==> config.mk <==
export PLATFORM = sky130hd
export DESIGN_NAME = rate_converter_control_regs
export DESIGN_NICKNAME = d
export VERILOG_FILES = /design/src/design/rate_converter_pkg.sv /design/src/design/ctl_reg_if.sv /design/src/design/ctl_reg8.sv /design/src/design/rate_converter_control_regs.sv
export SDC_FILE = /design/constraint.sdc
export NUM_CORES = 1
export LEC_CHECK = 0
export ABC_AREA = 1
export ABC_CLOCK_PERIOD_IN_PS = 9800
export BUFFER_PORTS_ARGS = -buffer_cell sky130_fd_sc_hd__clkbuf_2
export CAP_MARGIN = 20
export CORE_ASPECT_RATIO = 1.1
export CORE_UTILIZATION = 40
export CTS_CLUSTER_DIAMETER = 100
export CTS_CLUSTER_SIZE = 8
export DETAILED_ROUTE_END_ITERATION = 16
export GPL_TIMING_DRIVEN = 0
export PLACE_DENSITY_LB_ADDON = 0.12
export REMOVE_ABC_BUFFERS = 1
export SYNTH_ARGS = -nofsm -noshare
export SYNTH_HDL_FRONTEND = slang
export SYNTH_HIERARCHICAL = 1
export SYNTH_SLANG_ARGS = --single-unit
==> constraint.sdc <==
create_clock -name core_clk -period 9.8 [get_ports core_clk]
set_input_delay 0.98 -clock core_clk [delete_from_list [all_inputs] [get_ports core_clk]]
set_output_delay 0.98 -clock core_clk [all_outputs]
set_load 0.005 [all_outputs]
==> src/design/rate_converter_pkg.sv <==
// rate_converter_pkg: offsets, field layout, reset values and codes for the
// rate converter control registers.
// assumes: an 8-bit host register port with a 7-bit page-0 address.
`default_nettype none
package rate_converter_pkg;
  localparam logic [6:0] ctl1_addr = 7'h2D;
  localparam logic [6:0] ctl2_addr = 7'h2E;
  localparam logic [6:0] att_left_addr = 7'h30;
  localparam logic [6:0] att_right_addr = 7'h31;
  localparam logic [7:0] ctl_reset = 8'h00;
  // control 1 field layout
  localparam int src_lsb = 0;
  localparam int clk_lsb = 2;
  localparam int mute_bit = 4;
  localparam int track_bit = 6;
  localparam logic [7:0] ctl1_mask = 8'h5F;
  // control 2 field layout
  localparam int depth_lsb = 0;
  localparam int ddn_bit = 2;
  localparam int dem_lsb = 3;
  localparam int auto_bit = 5;
  localparam logic [7:0] ctl2_mask = 8'h3F;
  // prebuffer sample counts
  localparam logic [6:0] depth_64 = 7'h40;
  localparam logic [6:0] depth_32 = 7'h20;
  localparam logic [6:0] depth_16 = 7'h10;
  localparam logic [6:0] depth_8 = 7'h08;
  // consumer channel status emphasis field, 50/15 us
  localparam logic [2:0] cs_emph_5015 = 3'h1;
  // consumer channel status rate codes
  localparam logic [3:0] cs_fs_44k1 = 4'h0;
  localparam logic [3:0] cs_fs_48k = 4'h2;
  localparam logic [3:0] cs_fs_32k = 4'h3;
  typedef enum logic [1:0] {
    src_port_a = 2'h0,
    src_port_b = 2'h1,
    src_receiver = 2'h2,
    src_reserved = 2'h3
  } input_source_t;
  typedef enum logic [1:0] {
    ref_master = 2'h0,
    ref_rx_in = 2'h1,
    ref_rx_recovered = 2'h2,
    ref_reserved = 2'h3
  } refclk_source_t;
  typedef enum logic [1:0] {
    dem_off = 2'h0,
    dem_48k = 2'h1,
    dem_44k1 = 2'h2,
    dem_32k = 2'h3
  } deemph_t;
endpackage : rate_converter_pkg
`default_nettype wire

==> src/design/ctl_reg_if.sv <==
// ctl_reg_if: write strobe and data carried to one control register.
// assumes: a single clock domain.
`default_nettype none
interface ctl_reg_if;
  logic wr;
  logic [7:0] wdata;
  logic [7:0] q;
  modport owner (output wr, output wdata, input q);
  modport store (input wr, input wdata, output q);
endinterface : ctl_reg_if
`default_nettype wire

==> src/design/ctl_reg8.sv <==
// ctl_reg8: one 8-bit control register with writable mask.
// assumes: synchronous active-low reset.
`default_nettype none
module ctl_reg8 #(
  parameter logic [7:0] mask = 8'hFF,
  parameter logic [7:0] reset_value = 8'h00
) (
  // clock and reset
  input wire logic core_clk,
  input wire logic nrst,
  // access
  ctl_reg_if.store port
);
  always_ff @(posedge core_clk) begin
    if (!nrst) begin
      port.q <= reset_value;
    end else if (port.wr) begin
      port.q <= port.wdata & mask;
    end
  end
endmodule : ctl_reg8
`default_nettype wire

==> src/design/rate_converter_control_regs.sv <==
// rate_converter_control_regs: two control registers steering the rate
// converter core, plus the output mute/attenuation stage.
// assumes: host port is synchronous to core_clk; attenuation values come in.
`default_nettype none
module rate_converter_control_regs #(
  parameter int sample_width = 24
) (
  // clock and reset
  input wire logic core_clk,
  input wire logic nrst,
  // host register port
  input wire logic host_wr,
  input wire logic host_rd,
  input wire logic [6:0] host_addr,
  input wire logic [7:0] host_wdata,
  output logic [7:0] host_rdata,
  output logic host_hit,
  // attenuation settings from their own registers
  input wire logic [7:0] left_attenuation_value,
  input wire logic [7:0] right_attenuation_value,
  // receiver channel status
  input wire logic [2:0] rx_cs_emphasis,
  input wire logic [3:0] rx_cs_rate,
  // converter output stage
  input wire logic [sample_width-1:0] in_left,
  input wire logic [sample_width-1:0] in_right,
  output logic [sample_width-1:0] out_left,
  output logic [sample_width-1:0] out_right,
  // configuration to the core
  output rate_converter_pkg::input_source_t converter_input_select,
  output rate_converter_pkg::refclk_source_t converter_refclk_select,
  output logic [6:0] prebuffer_depth,
  output logic downsample_mode,
  output rate_converter_pkg::deemph_t deemphasis_active,
  output logic [7:0] left_att_applied,
  output logic [7:0] right_att_applied
);
  import rate_converter_pkg::*;

  ctl_reg_if ctl1 ();
  ctl_reg_if ctl2 ();

  logic hit1;
  logic hit2;
  logic mute;
  logic track;
  logic auto_dem;
  deemph_t manual_deemphasis_select;
  deemph_t auto_sel;
  deemph_t next_dem;
  logic [7:0] next_ratt;

  assign hit1 = (host_addr == ctl1_addr);
  assign hit2 = (host_addr == ctl2_addr);
  assign host_hit = (host_wr | host_rd) & (hit1 | hit2);

  assign ctl1.wr = host_wr & hit1;
  assign ctl1.wdata = host_wdata;
  assign ctl2.wr = host_wr & hit2;
  assign ctl2.wdata = host_wdata;

  ctl_reg8 #(.mask(ctl1_mask), .reset_value(ctl_reset)) u_ctl1 (
    .core_clk(core_clk),
    .nrst(nrst),
    .port(ctl1)
  );
  ctl_reg8 #(.mask(ctl2_mask), .reset_value(ctl_reset)) u_ctl2 (
    .core_clk(core_clk),
    .nrst(nrst),
    .port(ctl2)
  );

  // registered read data
  always_ff @(posedge core_clk) begin
    if (!nrst) begin
      host_rdata <= 8'h00;
    end else if (host_rd) begin
      host_rdata <= hit1 ? ctl1.q : (hit2 ? ctl2.q : 8'h00);
    end
  end

  assign converter_input_select = input_source_t'(ctl1.q[src_lsb +: 2]);
  assign converter_refclk_select = refclk_source_t'(ctl1.q[clk_lsb +: 2]);
  assign mute = ctl1.q[mute_bit];
  assign track = ctl1.q[track_bit];
  assign downsample_mode = ctl2.q[ddn_bit];
  assign manual_deemphasis_select = deemph_t'(ctl2.q[dem_lsb +: 2]);
  assign auto_dem = ctl2.q[auto_bit];

  function automatic logic [6:0] depth_of(input logic [1:0] code);
    case (code)
      2'h0: depth_of = depth_64;
      2'h1: depth_of = depth_32;
      2'h2: depth_of = depth_16;
      default: depth_of = depth_8;
    endcase
  endfunction : depth_of

  assign prebuffer_depth = depth_of(ctl2.q[depth_lsb +: 2]);

  always_comb begin
    auto_sel = dem_off;
    if (rx_cs_emphasis == cs_emph_5015) begin
      case (rx_cs_rate)
        cs_fs_48k: auto_sel = dem_48k;
        cs_fs_44k1: auto_sel = dem_44k1;
        cs_fs_32k: auto_sel = dem_32k;
        default: auto_sel = dem_off;
      endcase
    end
  end

  assign next_dem = auto_dem ? auto_sel : manual_deemphasis_select;

  assign next_ratt = track ? left_attenuation_value : right_attenuation_value;

  always_ff @(posedge core_clk) begin
    if (!nrst) begin
      deemphasis_active <= dem_off;
      left_att_applied <= 8'h00;
      right_att_applied <= 8'h00;
    end else begin
      deemphasis_active <= next_dem;
      left_att_applied <= left_attenuation_value;
      right_att_applied <= next_ratt;
    end
  end

  // half-decibel steps: 2^(-n/12) per 0.5 dB is approximated by
  // a 6 dB shift per 12 counts plus a linear fraction within the octave
  function automatic logic [sample_width-1:0] attenuate(
    input logic [sample_width-1:0] s, input logic [7:0] n);
    logic signed [sample_width+7:0] wide;
    logic [3:0] frac;
    logic [4:0] sh;
    logic [7:0] gain;
    wide = '0;
    sh = 5'(n / 8'd12);
    frac = 4'(n % 8'd12);
    gain = 8'(8'd128 - (8'(frac) * 8'd5));
    wide = ($signed({{8{s[sample_width-1]}}, s}) * $signed({1'b0, gain})) >>> 7;
    wide = wide >>> sh;
    attenuate = wide[sample_width-1:0];
  endfunction : attenuate

  always_ff @(posedge core_clk) begin
    if (!nrst) begin
      out_left <= '0;
      out_right <= '0;
    end else if (mute) begin
      out_left <= '0;
      out_right <= '0;
    end else begin
      out_left <= attenuate(in_left, left_att_applied);
      out_right <= attenuate(in_right, right_att_applied);
    end
  end

  chk_mute_zero: assert property (@(posedge core_clk) disable iff (!nrst)
    mute |=> (out_left == '0 && out_right == '0))
    else $error("mute did not zero output");
  chk_track_copy: assert property (@(posedge core_clk) disable iff (!nrst)
    track |=> (right_att_applied == $past(left_attenuation_value)))
    else $error("tracking not applied");
  chk_track_off: assert property (@(posedge core_clk) disable iff (!nrst)
    !track |=> (right_att_applied == $past(right_attenuation_value)))
    else $error("right attenuation not independent");
  chk_auto_ignores: assert property (@(posedge core_clk) disable iff (!nrst)
    (auto_dem && rx_cs_emphasis != cs_emph_5015) |=> deemphasis_active == dem_off)
    else $error("manual field not ignored");
  chk_manual_dem: assert property (@(posedge core_clk) disable iff (!nrst)
    !auto_dem |=> deemphasis_active == $past(manual_deemphasis_select))
    else $error("manual de-emphasis wrong");
  chk_auto_rate: assert property (@(posedge core_clk) disable iff (!nrst)
    (auto_dem && rx_cs_emphasis == cs_emph_5015 && rx_cs_rate == cs_fs_32k)
      |=> deemphasis_active == dem_32k)
    else $error("auto de-emphasis rate wrong");
  chk_reset_zero: assert property (@(posedge core_clk)
    !nrst |=> (ctl1.q == 8'h00 && ctl2.q == 8'h00))
    else $error("control not zero after reset");
  chk_unused_zero: assert property (@(posedge core_clk) disable iff (!nrst)
    ctl1.wr |=> (ctl1.q & ~ctl1_mask) == 8'h00 ##0 ctl1.q == $past(host_wdata & ctl1_mask))
    else $error("reserved bits not zero");
  chk_depth_8: assert property (@(posedge core_clk) disable iff (!nrst)
    (ctl2.wr && host_wdata[depth_lsb +: 2] == 2'h3) |=> prebuffer_depth == depth_8)
    else $error("depth code 3 not 8 samples");
  chk_source_write: assert property (@(posedge core_clk) disable iff (!nrst)
    ctl1.wr |=> converter_input_select == input_source_t'($past(host_wdata[1:0])))
    else $error("input source not updated");
  chk_ddn_write: assert property (@(posedge core_clk) disable iff (!nrst)
    ctl2.wr |=> downsample_mode == $past(host_wdata[ddn_bit]))
    else $error("down-sampling mode not updated");

  cov_mute: cover property (@(posedge core_clk) disable iff (!nrst) mute ##1 !mute);
  cov_track: cover property (@(posedge core_clk) disable iff (!nrst) track);
  cov_auto_48: cover property (@(posedge core_clk) disable iff (!nrst)
    deemphasis_active == dem_48k && auto_dem);
  cov_readback: cover property (@(posedge core_clk) disable iff (!nrst) host_rd && hit2);
endmodule : rate_converter_control_regs
`default_nettype wire

======== Word level (Yosys, flattened, before mapping) ========
Cells that the tools add are included.
operators by class
  $lt $le $gt $ge ......................... 0
  reduce and logical (&&, ||, !) cells .... 3
  add/sub/neg operators ................... 2
  multiply operators ...................... 4
  equal/unequal tests ..................... 7
  mux-type cells .......................... 7
  shifts and indexed selects .............. 2
  divide/modulo/power cells ............... 4
  bitwise logic cells ..................... 6
operators with widths
  kind                                                                number
  24-bit by 9-bit multiplier with 32-bit output                       2
  25-bit by 5-bit >>> shifter with 24-bit output                      2
  7-bit case mux with 3 select lines                                  1
  8-bit by 4-bit divider with 8-bit output, second input constant     2
  8-bit by 4-bit modulo with 8-bit output, second input constant      2
  8-bit by 7-bit subtractor with 8-bit output, first input constant   2
  7-bit by 6-bit == test with 1-bit output, second input constant     2
  4-bit by 3-bit multiplier with 7-bit output, second input constant  2
  4-bit by 2-bit == test with 1-bit output, second input constant     2
  8-bit two-way mux                                                   1
  7-bit two-way mux                                                   1
  6-bit two-way mux                                                   1
  2-bit case mux with 3 select lines                                  1
  4-bit zero test                                                     1
  2-bit two-way mux                                                   2
  1-bit bitwise AND                                                   3
  3-bit by 1-bit == test with 1-bit output, second input constant     1
  2-bit by 1-bit == test with 1-bit output, second input constant     1
  2-bit == test, second input constant                                1
  2-bit zero test                                                     1
  1-bit bitwise OR                                                    2
  2-bit OR reduction                                                  1
  1-bit inverter                                                      1
storage, ports and cells
  word-level logic and storage cells ...... 43
  bits of input ports ..................... 90
  register bits ........................... 86
  output and inout bits ................... 87
  memory bits (read-only) ................. 0
  latch bits .............................. 0
  memories kept ........................... 0
  memory bits (writable) .................. 0

======== Longest topological paths before layout ========
Gate-level depths: netlist of the first run.
  word-level depth ........................ 5
  depth in mapped cells ................... 56
  mapped depth without buffers ............ 54

======== By module ========
Netlist of the first run, hierarchy kept.
modules (own cells, without submodules)
  module                       cells an instance  area each (um^2)  seq. area each (um^2)  instances
  rate_converter_control_regs  3003               19655.1           1481.4                 1
  ctl_reg8                     40                 275.3             120.1                  2

======== Least setup slack after synthesis of the first run ========
Ideal clock, no wire load.
  kind .................................... register -> register
  start ................................... reg left_att_applied[6]
  end ..................................... reg out_left[13]
  clock period less this slack ............ 7.524 ns
  setup time .............................. 0.132 ns
  arrival time ............................ 7.392 ns
  buffers on the path ..................... 2
  required time ........................... 9.668 ns
  cell stages (with the launch flop) ...... 43
  slack ................................... 2.276 ns
  cell sequence ........................... dfxtp_1 nand2_1 nand2_1 nand3_1 nand3_1 nand2_1 nand2_1 nand2_2 nand3_1 nand2_2 a21oi_4 nor2_1 or2_1 nand2_4 inv_1 ha_1 inv_1 ha_1 [... 7 more ...] fa_1 inv_1 fa_1 fa_1 fa_1 inv_1 ha_1 nand2_1 inv_1 a21oi_1 o21ai_0 a21oi_1 nand2_1 nand2_1 nand2_1 nand2_1 clkbuf_1 a21oi_1
between the ends
  cells in the longest elaborated chain, start to end .. 5
  elaborated cells between the ends (all ways) .. 6
  classes of those cells .................. add/sub: 1; mul: 2; div: 2; shift: 1
RTL lines
  item                                              line                                text
  from (decl)                                       rate_converter_control_regs.sv:35   output logic [7:0] left_att_applied,
  from (signal assigned)                            rate_converter_control_regs.sv:124  left_att_applied <= left_attenuation_value;
  8-bit by 4-bit modulo with 8-bit output           rate_converter_control_regs.sv:139  frac = 4'(n % 8'd12);
  4-bit by 3-bit multiplier with 7-bit output       rate_converter_control_regs.sv:140  gain = 8'(8'd128 - (8'(frac) * 8'd5));
  8-bit by 7-bit subtractor with 8-bit output       rate_converter_control_regs.sv:140
  24-bit by 9-bit multiplier with 32-bit output     rate_converter_control_regs.sv:141  wide = ($signed({{8{s[sample_width-1]}}, s}) * $signed({1'b0, gain})) >>> 7;
  25-bit by 5-bit >>> shifter with 24-bit output *  rate_converter_control_regs.sv:142  wide = wide >>> sh;
  to (signal assigned)                              rate_converter_control_regs.sv:154  out_left <= attenuate(in_left, left_att_applied);
  to (decl)                                         rate_converter_control_regs.sv:27   output logic [sample_width-1:0] out_left,
Mark *: on every way between the ends. The rest lies on a longest branch, timed or not.
A chain may end at the register's enable or synchronous reset.

======== Worst setup path after layout of the first run ========
  start ................................... reg left_att_applied[7]
  end ..................................... reg out_left[21]
Same word-level chain as after synthesis.

==> results.yml, run 1 <==
timing:
  timing.final.crit_share_pct: 91.97
  worst_pin_slew_ns: 1.165
  rsz0062_at_grt: "false"
  setup-violations-final: 0
  clock.fmax_mhz: 110.9
  worst_slack_ns: 0.7865
  clock_skew_ns: 0.01341
  relSlewSlack_pct: 22.32
  hold_viol_final: 0
  finalSetupTns_ns: 0
  final-max-slew-violation-count: 0
  min_period_ns: 9.013
  holdWs_ns: 0.4652
place:
  hpwl_um: 46890
  io_buffers: 172
  gp_congestion: 0.9219
  pre_cts_ws_ns: -1.220
setup_path:
  cp_slowest_cell: "fa_1"
  cp_common_cell: "nand2_1"
  reg2reg_slack_ns: 0.79
  crit_path_start_kind: "register"
  r2r_end: "out_left[21]"
  path_buf_inv: 7
  reg2regPathDepth: 46
  critPathCaptureType: "register"
  cp.depth: 46
  critPathRequiredTime_ns: 9.99
  cpLargestDelayFamily: "adder cells"
  timing.rr.start: "left_att_applied[7]"
  endpoint: "out_left[21]"
  worst-setup-path-type: "register to register"
  arrival_ns: 9.21
  crit_start: "left_att_applied[7]"
  slowest_delay_ns: 0.55
  crit_fanout: 10
global_routing:
  grt_pass1_vias: 19890
  antenna_found_initial: 3
  grt_max_degree: 38
  overflow: 0
  grt_pass1_wl_um: 95520
  grt.total_usage_pct: 22.83
worst_hold_path:
  hp-class: "register to register"
route:
  drc: 1
  drt_iter0_drc: 979
  wl_per_cell_um: 14.82
  ant_nets: 0
  vias_per_cell: 4.915
  routed-via-count: 19100
  first_pass_iters: 14
  wl_um: 57590
die:
  dieHeight_um: 237.7
  core_area_um2: 50040
  ios: 177
  dieWidth_um: 216.3
  dieArea_um2: 51420
  rows: 86
  start_util_pct: 40.38
cts:
  cts_tree: "done"
  clockRootBuffer: "clkbuf_16"
  clock_latency_ns: 0.35
  cts.sinks: 86
  numCtsBuffers: 9
  cts_buffer_depth: 2
  cts-htree-levels: 3
  clk_pin_slew_worst_paths_ns: 0.07
logic_synthesis:
  synth-seq-cells: 86
  synth.yosys.warnings: 6
  yosysTopAreaCell: "fa_1"
  synth_area_um2: 20210
  synthTopCellsByArea: "fa_1 (29%), nand2_1 (14%), inv_1 (14%), ha_1 (8.7%), dfxtp_1 (8.5%)"
  synth-seq-area-share_pct: 8.521
  async_flop_share_pct: 0
  synth_enable_flop_cells: 0
  synth_top_area_share_pct: 29.13
  avgSynthCellArea_um2: 6.554
  synth.distinct_cells: 43
  ys.flop_type: "dfxtp_1"
  netlist_instances: 3083
run_status:
  run_status: "finished with violations"
  violations: "design-rule violations"
finish:
  drive_gt1_share_pct: 8.710
  syn2layout_area_growth_pct: 10.59
  final_common_cell: "nand2_1"
  antenna_cells: 0
  final_cell_mix: "nand2_1 (765), inv_1 (729), nor2_1 (368)"
  area.sequential_um2: 1723
  multi_input_area_um2: 15460
  num-nets-final: 3745
  nFillCells: 5371
job:
  drv_cap: 0
-- metrics by stage --
step / instances / utilization, % / area, um^2
after CTS: 3858 / 43.98 / 22000
after global placement: 3832 / 42.92 / 21470
after global routing: 3886 / 44.66 / 22350
after floorplan: 3000 / - / 19790
final: 3886 / 44.66 / 22350
after detailed placement: 3836 / 43.08 / 21550
-- worst min path at each step --
stage,startpoint,endpoint,slack (ns),cells past startpoint
after floorplan,u_ctl2/port.q[5],u_ctl2/port.q[5],0.45,2
final,u_ctl2/port.q[5],u_ctl2/port.q[5],0.47,2
after global placement,u_ctl2/port.q[5],u_ctl2/port.q[5],0.46,2
after global routing,u_ctl2/port.q[5],u_ctl2/port.q[5],0.51,2
after CTS,u_ctl2/port.q[5],u_ctl2/port.q[5],0.47,2
after detailed placement,u_ctl2/port.q[5],u_ctl2/port.q[5],0.46,2
-- tightest hold or removal path: cells and delay by family, from the launching register on --
kind / cells / cell delay [ns]
flops: 1 / 0.32
simple gates: 2 / 0.11
-- metal layers --
metal  share of wire (%)  global-route usage, %  wire length (um)  vias up
met5               0.056                      0                32        -
met4                 3.0                  6.786              1709        6
met3                 2.7                  2.047              1533      111
met2                  55                  45.40             31640      365
met1                  39                  25.19             22670     9194
li1                    -                      -                 -     9425
-- cell usage after synthesis, types with 17 or more instances --
cell type / instances
nand2_1: 772
inv_1: 735
nor2_1: 370
nand3_1: 313
fa_1: 294
ha_1: 140
a21oi_1: 96
dfxtp_1: 86
clkbuf_1: 50
o21ai_0: 30
xnor2_1: 25
xor2_1: 17
-- kinds of logic after synthesis --
kind of cell,synth area share [%]
AO/OA/AOI/OAI,4.824
XOR/XNOR,1.957
adder cells (fa/ha/maj),37.80
buffers and inverters,15.95
flip-flops,8.521
multiplexers,0.06810
other,0.05573
AND/OR/NAND/NOR,30.83
-- area by class of cell --
| class | instances | area share [%] |
|---|---|---|
| clock buffers | 10 | 1.069 |
| multi-input cells | 2173 | 69.18 |
| flip-flops and latches | 86 | 7.710 |
| clock inverters | 6 | 0.3359 |
| inverters | 743 | 12.59 |
| repair buffers | 202 | 5.218 |
| repair inverters | 6 | 0.2016 |
| well taps | 660 | 3.695 |
-- registers in the layout (all words and copies together) (netlist names) --
| signal | flops |
|---|---|
| u_ctl1/port.q | 6 |
| host_rdata | 8 |
| deemphasis_active | 2 |
| out_left | 24 |
| u_ctl2/port.q | 6 |
| out_right | 24 |
| left_att_applied | 8 |
| right_att_applied | 8 |
-- what timing repair did --
item                       4_1_cts  5_1_grt
hold buffers                     0        0
setup buffers                    2       23
cloned                           4        4
setup endpoints to repair       48       48
gates resized for setup         18       27
pin swaps                        2        2
Power of run 1 is not shown: default switching activity piles up to over one toggle a cycle in this logic, so the estimate is an artifact.
==> run 2, diff against run 1 <==
--- a/config.mk
+++ b/config.mk
@@ -10,7 +10,7 @@
 export BUFFER_PORTS_ARGS = -buffer_cell sky130_fd_sc_hd__clkbuf_2
 export CAP_MARGIN = 20
 export CORE_ASPECT_RATIO = 1.1
-export CORE_UTILIZATION = 40
+export CORE_UTILIZATION = 30
 export CTS_CLUSTER_DIAMETER = 100
 export CTS_CLUSTER_SIZE = 8
 export DETAILED_ROUTE_END_ITERATION = 16
==> results.yml, run 2 (synthesis gave the netlist of run 1 again) <==
run_status:
  run_status: "finished, final reports clean"
timing:
  rsz0062_at_grt: "true"
  setup-violations-final: 0
  timing.final.crit_share_pct: 92.65
  final-max-slew-violation-count: 0
  min_period_ns: 9.079
  relSlewSlack_pct: 29.09
  clock_skew_ns: 0.01017
  clock.fmax_mhz: 110.1
  worst_pin_slew_ns: 1.063
  hold_viol_final: 0
worst_hold_path:
  hp-class: "register to register"
  min_path_cells: 2
  min_from: "u_ctl2/port.q[5]"
  holdPathEnd: "u_ctl2/port.q[5]"
setup_path:
  timing.rr.start: "left_att_applied[7]"
  reg2regPathDepth: 44
  cp_common_cell: "nand2_1"
  crit_path_start_kind: "register"
  r2r_end: "out_left[17]"
  worst-setup-path-type: "register to register"
  slowest_delay_ns: 0.55
  arrival_ns: 9.26
  cp_slowest_cell: "fa_1"
  path_buf_inv: 6
  critPathRequiredTime_ns: 9.98
  crit_fanout: 31
  reg2reg_slack_ns: 0.72
  crit_start: "left_att_applied[7]"
  critPathCaptureType: "register"
  cpLargestDelayFamily: "adder cells"
route:
  first_pass_iters: 5
  drc: 0
  ant_nets: 0
  wl_um: 60880
  vias_per_cell: 4.630
  wl_per_cell_um: 14.95
  drt_iter0_drc: 910
  routed-via-count: 18860
die:
  core_area_um2: 66520
  ios: 177
  start_util_pct: 30.38
  rows: 99
  dieArea_um2: 68400
  dieWidth_um: 249.4
  dieHeight_um: 274.2
cts:
  cts_tree: "done"
  cts_hold_buf: 0
  clockRootBuffer: "clkbuf_16"
  cts-htree-levels: 3
  cts.sinks: 86
  clock_latency_ns: 0.34
  clk_pin_slew_worst_paths_ns: 0.07
  numCtsBuffers: 9
  cts_buffer_depth: 2
finish:
  final_core_util_pct: 33.87
  syn2layout_area_growth_pct: 11.50
  num-nets-final: 3732
  fin_cells: 4073
  final_cell_mix: "nand2_1 (766), inv_1 (730), nor2_1 (369)"
  final_common_cell: "nand2_1"
  drive_gt1_share_pct: 8.248
  top_regs: "out_left: 24 flops, out_right: 24 flops"
global_routing:
  antenna_found_initial: 4
  grt_max_degree: 38
  overflow: 0
  grt_pass1_vias: 19880
  grt_pass1_wl_um: 99780
  grt.total_usage_pct: 18.03
place:
  dp_cells: 4035
  hpwl_um: 50660
  gp_congestion: 0.8821
  io_buffers: 172
job:
  drv_cap: 0
## run 2: changes by cell type in the layout (fill, tap and decap cells not counted), sizes merged
cell | before | now
clkinvlp | 13 | 10
inv | 738 | 740
clkinv | 3 | 4
diode | 0 | 2
clkbuf | 182 | 181
nand2 | 778 | 777
buf | 30 | 19
## run 2: repair_timing
| item | CTS | global route |
|---|---|---|
| cloned | 3 | 3 |
| setup buffers | 3 | 7 |
| hold endpoints to repair | 0 | 0 |
| gates resized for setup | 17 | 25 |
| setup endpoints to repair | 48 | 48 |
| pin swaps | 2 | 2 |
## run 2: how the worst max path moves through the flow
stage	end	slack, ns	depth (start not counted)
after floorplan	out_left[21]	1.29	43
after global placement	out_left[17]	-1.47	43
after detailed placement	out_left[17]	-1.52	43
after CTS	out_left[21]	0.004	46
after global routing	out_right[22]	-0.06	49
final	out_left[17]	0.72	44
## run 2: area by class of cell
| cell class | instances | area (um^2) |
|---|---|---|
| clock inverter | 7 | 87.58 |
| sequential | 86 | 1723 |
| inverter | 743 | 2813 |
| antenna | 2 | 5.005 |
| timing repair buffer | 191 | 1119 |
| clock buffer | 9 | 225.2 |
| fill | 7425 | 43990 |
| timing repair inverter | 5 | 35.03 |
| multi-input combinational | 2172 | 15450 |
| tap | 858 | 1074 |
## run 2: per-stage QoR
stage | hold WS [ns] | worst slack, ns | TNS, ns | cell area [um^2]
6_report | 0.4757 | 0.7207 | 0 | 22530
4_1_cts | 0.4781 | 0.003559 | 0 | 22230
2_1_floorplan | 0.4473 | 1.286 | 0 | 19790
3_5_place_dp | 0.4661 | -1.524 | -42.52 | 21810
5_1_grt | 0.5172 | -0.06450 | -0.2969 | 22530
3_3_place_gp | 0.4585 | -1.472 | -58.30 | 21720
## run 2: per-layer routing
metal	up-vias	wire length [um]	GRT usage (%)
met5	-	43	0
met4	6	1545	4.695
met1	9104	24050	19.86
met3	85	1402	1.500
li1	9399	-	-
met2	265	33840	36.50
## run 2: worst reg2reg max path: cells and delay by family, from the launching register on
family / cells / cell delay, ns
AOI/OAI and AO/OA: 7 / 1.37
xor gates and xnor gates: 1 / 0.21
adders and majority gates: 8 / 3.34
buffers and inverters: 6 / 0.66
DFF: 1 / 0.47
muxes: 1 / 0.11
and+or+nand+nor: 21 / 2.78
Power of run 2 is left out for the same reason.
==> run 3, diff against run 2 <==
--- a/config.mk
+++ b/config.mk
@@ -6,7 +6,6 @@
 export NUM_CORES = 1
 export LEC_CHECK = 0
 export ABC_AREA = 1
-export ABC_CLOCK_PERIOD_IN_PS = 9800
 export BUFFER_PORTS_ARGS = -buffer_cell sky130_fd_sc_hd__clkbuf_2
 export CAP_MARGIN = 20
 export CORE_ASPECT_RATIO = 1.1
@@ -17,6 +16,7 @@
 export GPL_TIMING_DRIVEN = 0
 export PLACE_DENSITY_LB_ADDON = 0.12
 export REMOVE_ABC_BUFFERS = 1
+export SKIP_LAST_GASP = 1
 export SYNTH_ARGS = -nofsm -noshare
 export SYNTH_HDL_FRONTEND = slang
 export SYNTH_HIERARCHICAL = 1
==> constraint.sdc (replaced) <==
create_clock -name core_clk -period 11.7 [get_ports core_clk]
set_input_delay 1.17 -clock core_clk [delete_from_list [all_inputs] [get_ports core_clk]]
set_output_delay 1.17 -clock core_clk [all_outputs]
set_load 0.005 [all_outputs]
==> results.yml, run 3 (synthesis gave the netlist of run 1 again) <==
timing:
  hold_viol_final: 0
  worst_pin_slew_ns: 1.127
  setup-violations-final: 0
  worst_slack_ns: 0.9614
  clock_skew_ns: 0.008507
  timing.final.crit_share_pct: 91.78
  holdWs_ns: 0.4757
  finalSetupTns_ns: 0
  final-max-slew-violation-count: 0
  min_period_ns: 10.74
  rsz0062_at_grt: "false"
  clock.fmax_mhz: 93.12
  relSlewSlack_pct: 24.65
run_status:
  run_status: "finished, final reports clean"
cts:
  cts_tree: "done"
  clk_pin_slew_worst_paths_ns: 0.07
  cts.sinks: 86
  clockRootBuffer: "clkbuf_16"
  post_cts_buffers: 0
  cts-htree-levels: 3
  cts_buffer_depth: 2
  numCtsBuffers: 9
  clock_latency_ns: 0.34
  cts_hold_buf: 0
  cts_resized: 0
place:
  io_buffers: 172
  pre_cts_ws_ns: 0.3761
  hpwl_um: 50660
  gp_congestion: 0.8821
finish:
  nFillCells: 7436
  drive_gt1_share_pct: 7.344
  final_cell_mix: "nand2_1 (771), inv_1 (733), nor2_1 (369)"
  top_regs: "out_left: 24 flops, out_right: 24 flops"
  final_common_cell: "nand2_1"
  syn2layout_area_growth_pct: 10.25
  multi_input_area_um2: 15300
  num-nets-final: 3719
  area.sequential_um2: 1722
  final_core_util_pct: 33.49
route:
  routed-via-count: 18760
  vias_per_cell: 4.622
  ant_nets: 0
  drc: 0
  wl_per_cell_um: 14.74
  drt_iter0_drc: 897
  wl_um: 59850
  first_pass_iters: 5
worst_hold_path:
  hp-class: "register to register"
  min_path_cells: 2
  min_from: "u_ctl2/port.q[5]"
  holdPathEnd: "u_ctl2/port.q[5]"
setup_path:
  critPathCaptureType: "register"
  cp_common_cell: "nand2_1"
  crit_fanout: 31
  reg2reg_slack_ns: 0.96
  crit_start: "left_att_applied[6]"
  slowest_delay_ns: 0.68
  timing.rr.start: "left_att_applied[6]"
  path_buf_inv: 6
  cp_slowest_cell: "xor2_2"
  critPathRequiredTime_ns: 11.88
  reg2regPathDepth: 43
  cpLargestDelayFamily: "simple AND/OR/NAND/NOR gates"
  r2r_end: "out_left[17]"
  crit_path_start_kind: "register"
  arrival_ns: 10.92
  worst-setup-path-type: "register to register"
die:
  dieWidth_um: 249.4
  dieHeight_um: 274.2
  dieArea_um2: 68400
  core_area_um2: 66520
  start_util_pct: 30.38
  ios: 177
  rows: 99
global_routing:
  antenna_found_initial: 4
  overflow: 0
  grt_pass1_wl_um: 99080
  grt.total_usage_pct: 17.85
  grt_pass1_vias: 19820
  grt_max_degree: 38
job:
  drv_cap: 0
-- run 3: layout make-up --
cell class	instances	share of cell area [%]
flip-flops and latches	86	7.729
repair inverters	2	0.06740
clock buffers	9	1.011
inverters	743	12.55
diodes	1	0.01123
multi-input cells	2171	68.66
repair buffers	182	4.752
clock inverters	7	0.3932
well taps	858	4.819
-- run 3: worst reg2reg max path, delay by kind of cell, from the launching register on --
family | cells | cell delay [ns]
AO/OA/AOI/OAI | 5 | 1.08
XOR/XNOR | 1 | 0.68
buffers and inverters | 6 | 0.94
AND/OR/NAND/NOR | 23 | 4.17
flip-flops | 1 | 0.43
adder cells (fa/ha/maj) | 8 | 3.31
-- run 3: per-layer routing --
layer | track usage (%) | vias up | share of wire (%)
met5 | 0 | - | 0.072
met3 | 1.452 | 86 | 2.2
met1 | 19.62 | 9040 | 39
met4 | 4.922 | 6 | 2.6
met2 | 36.07 | 260 | 56
li1 | - | 9368 | -
-- run 3: stage by stage --
stage	cell area, um^2	std cells
floorplan	19790	3000
global placement	21720	4030
detailed placement	21810	4035
CTS	22120	4051
global route	22280	4059
finish	22280	4059
-- run 3: how the worst max path moves through the flow --
| stage | slack, ns | cells after the start | to |
|---|---|---|---|
| 2_1_floorplan | 3.19 | 43 | out_left[21] |
| 3_3_place_gp | 0.43 | 43 | out_left[17] |
| 3_5_place_dp | 0.38 | 43 | out_left[17] |
| 4_1_cts | 0.33 | 42 | out_left[17] |
| 5_1_grt | 0.14 | 43 | out_left[5] |
| 6_report | 0.96 | 43 | out_left[17] |
Power of run 3 is left out for the same reason.
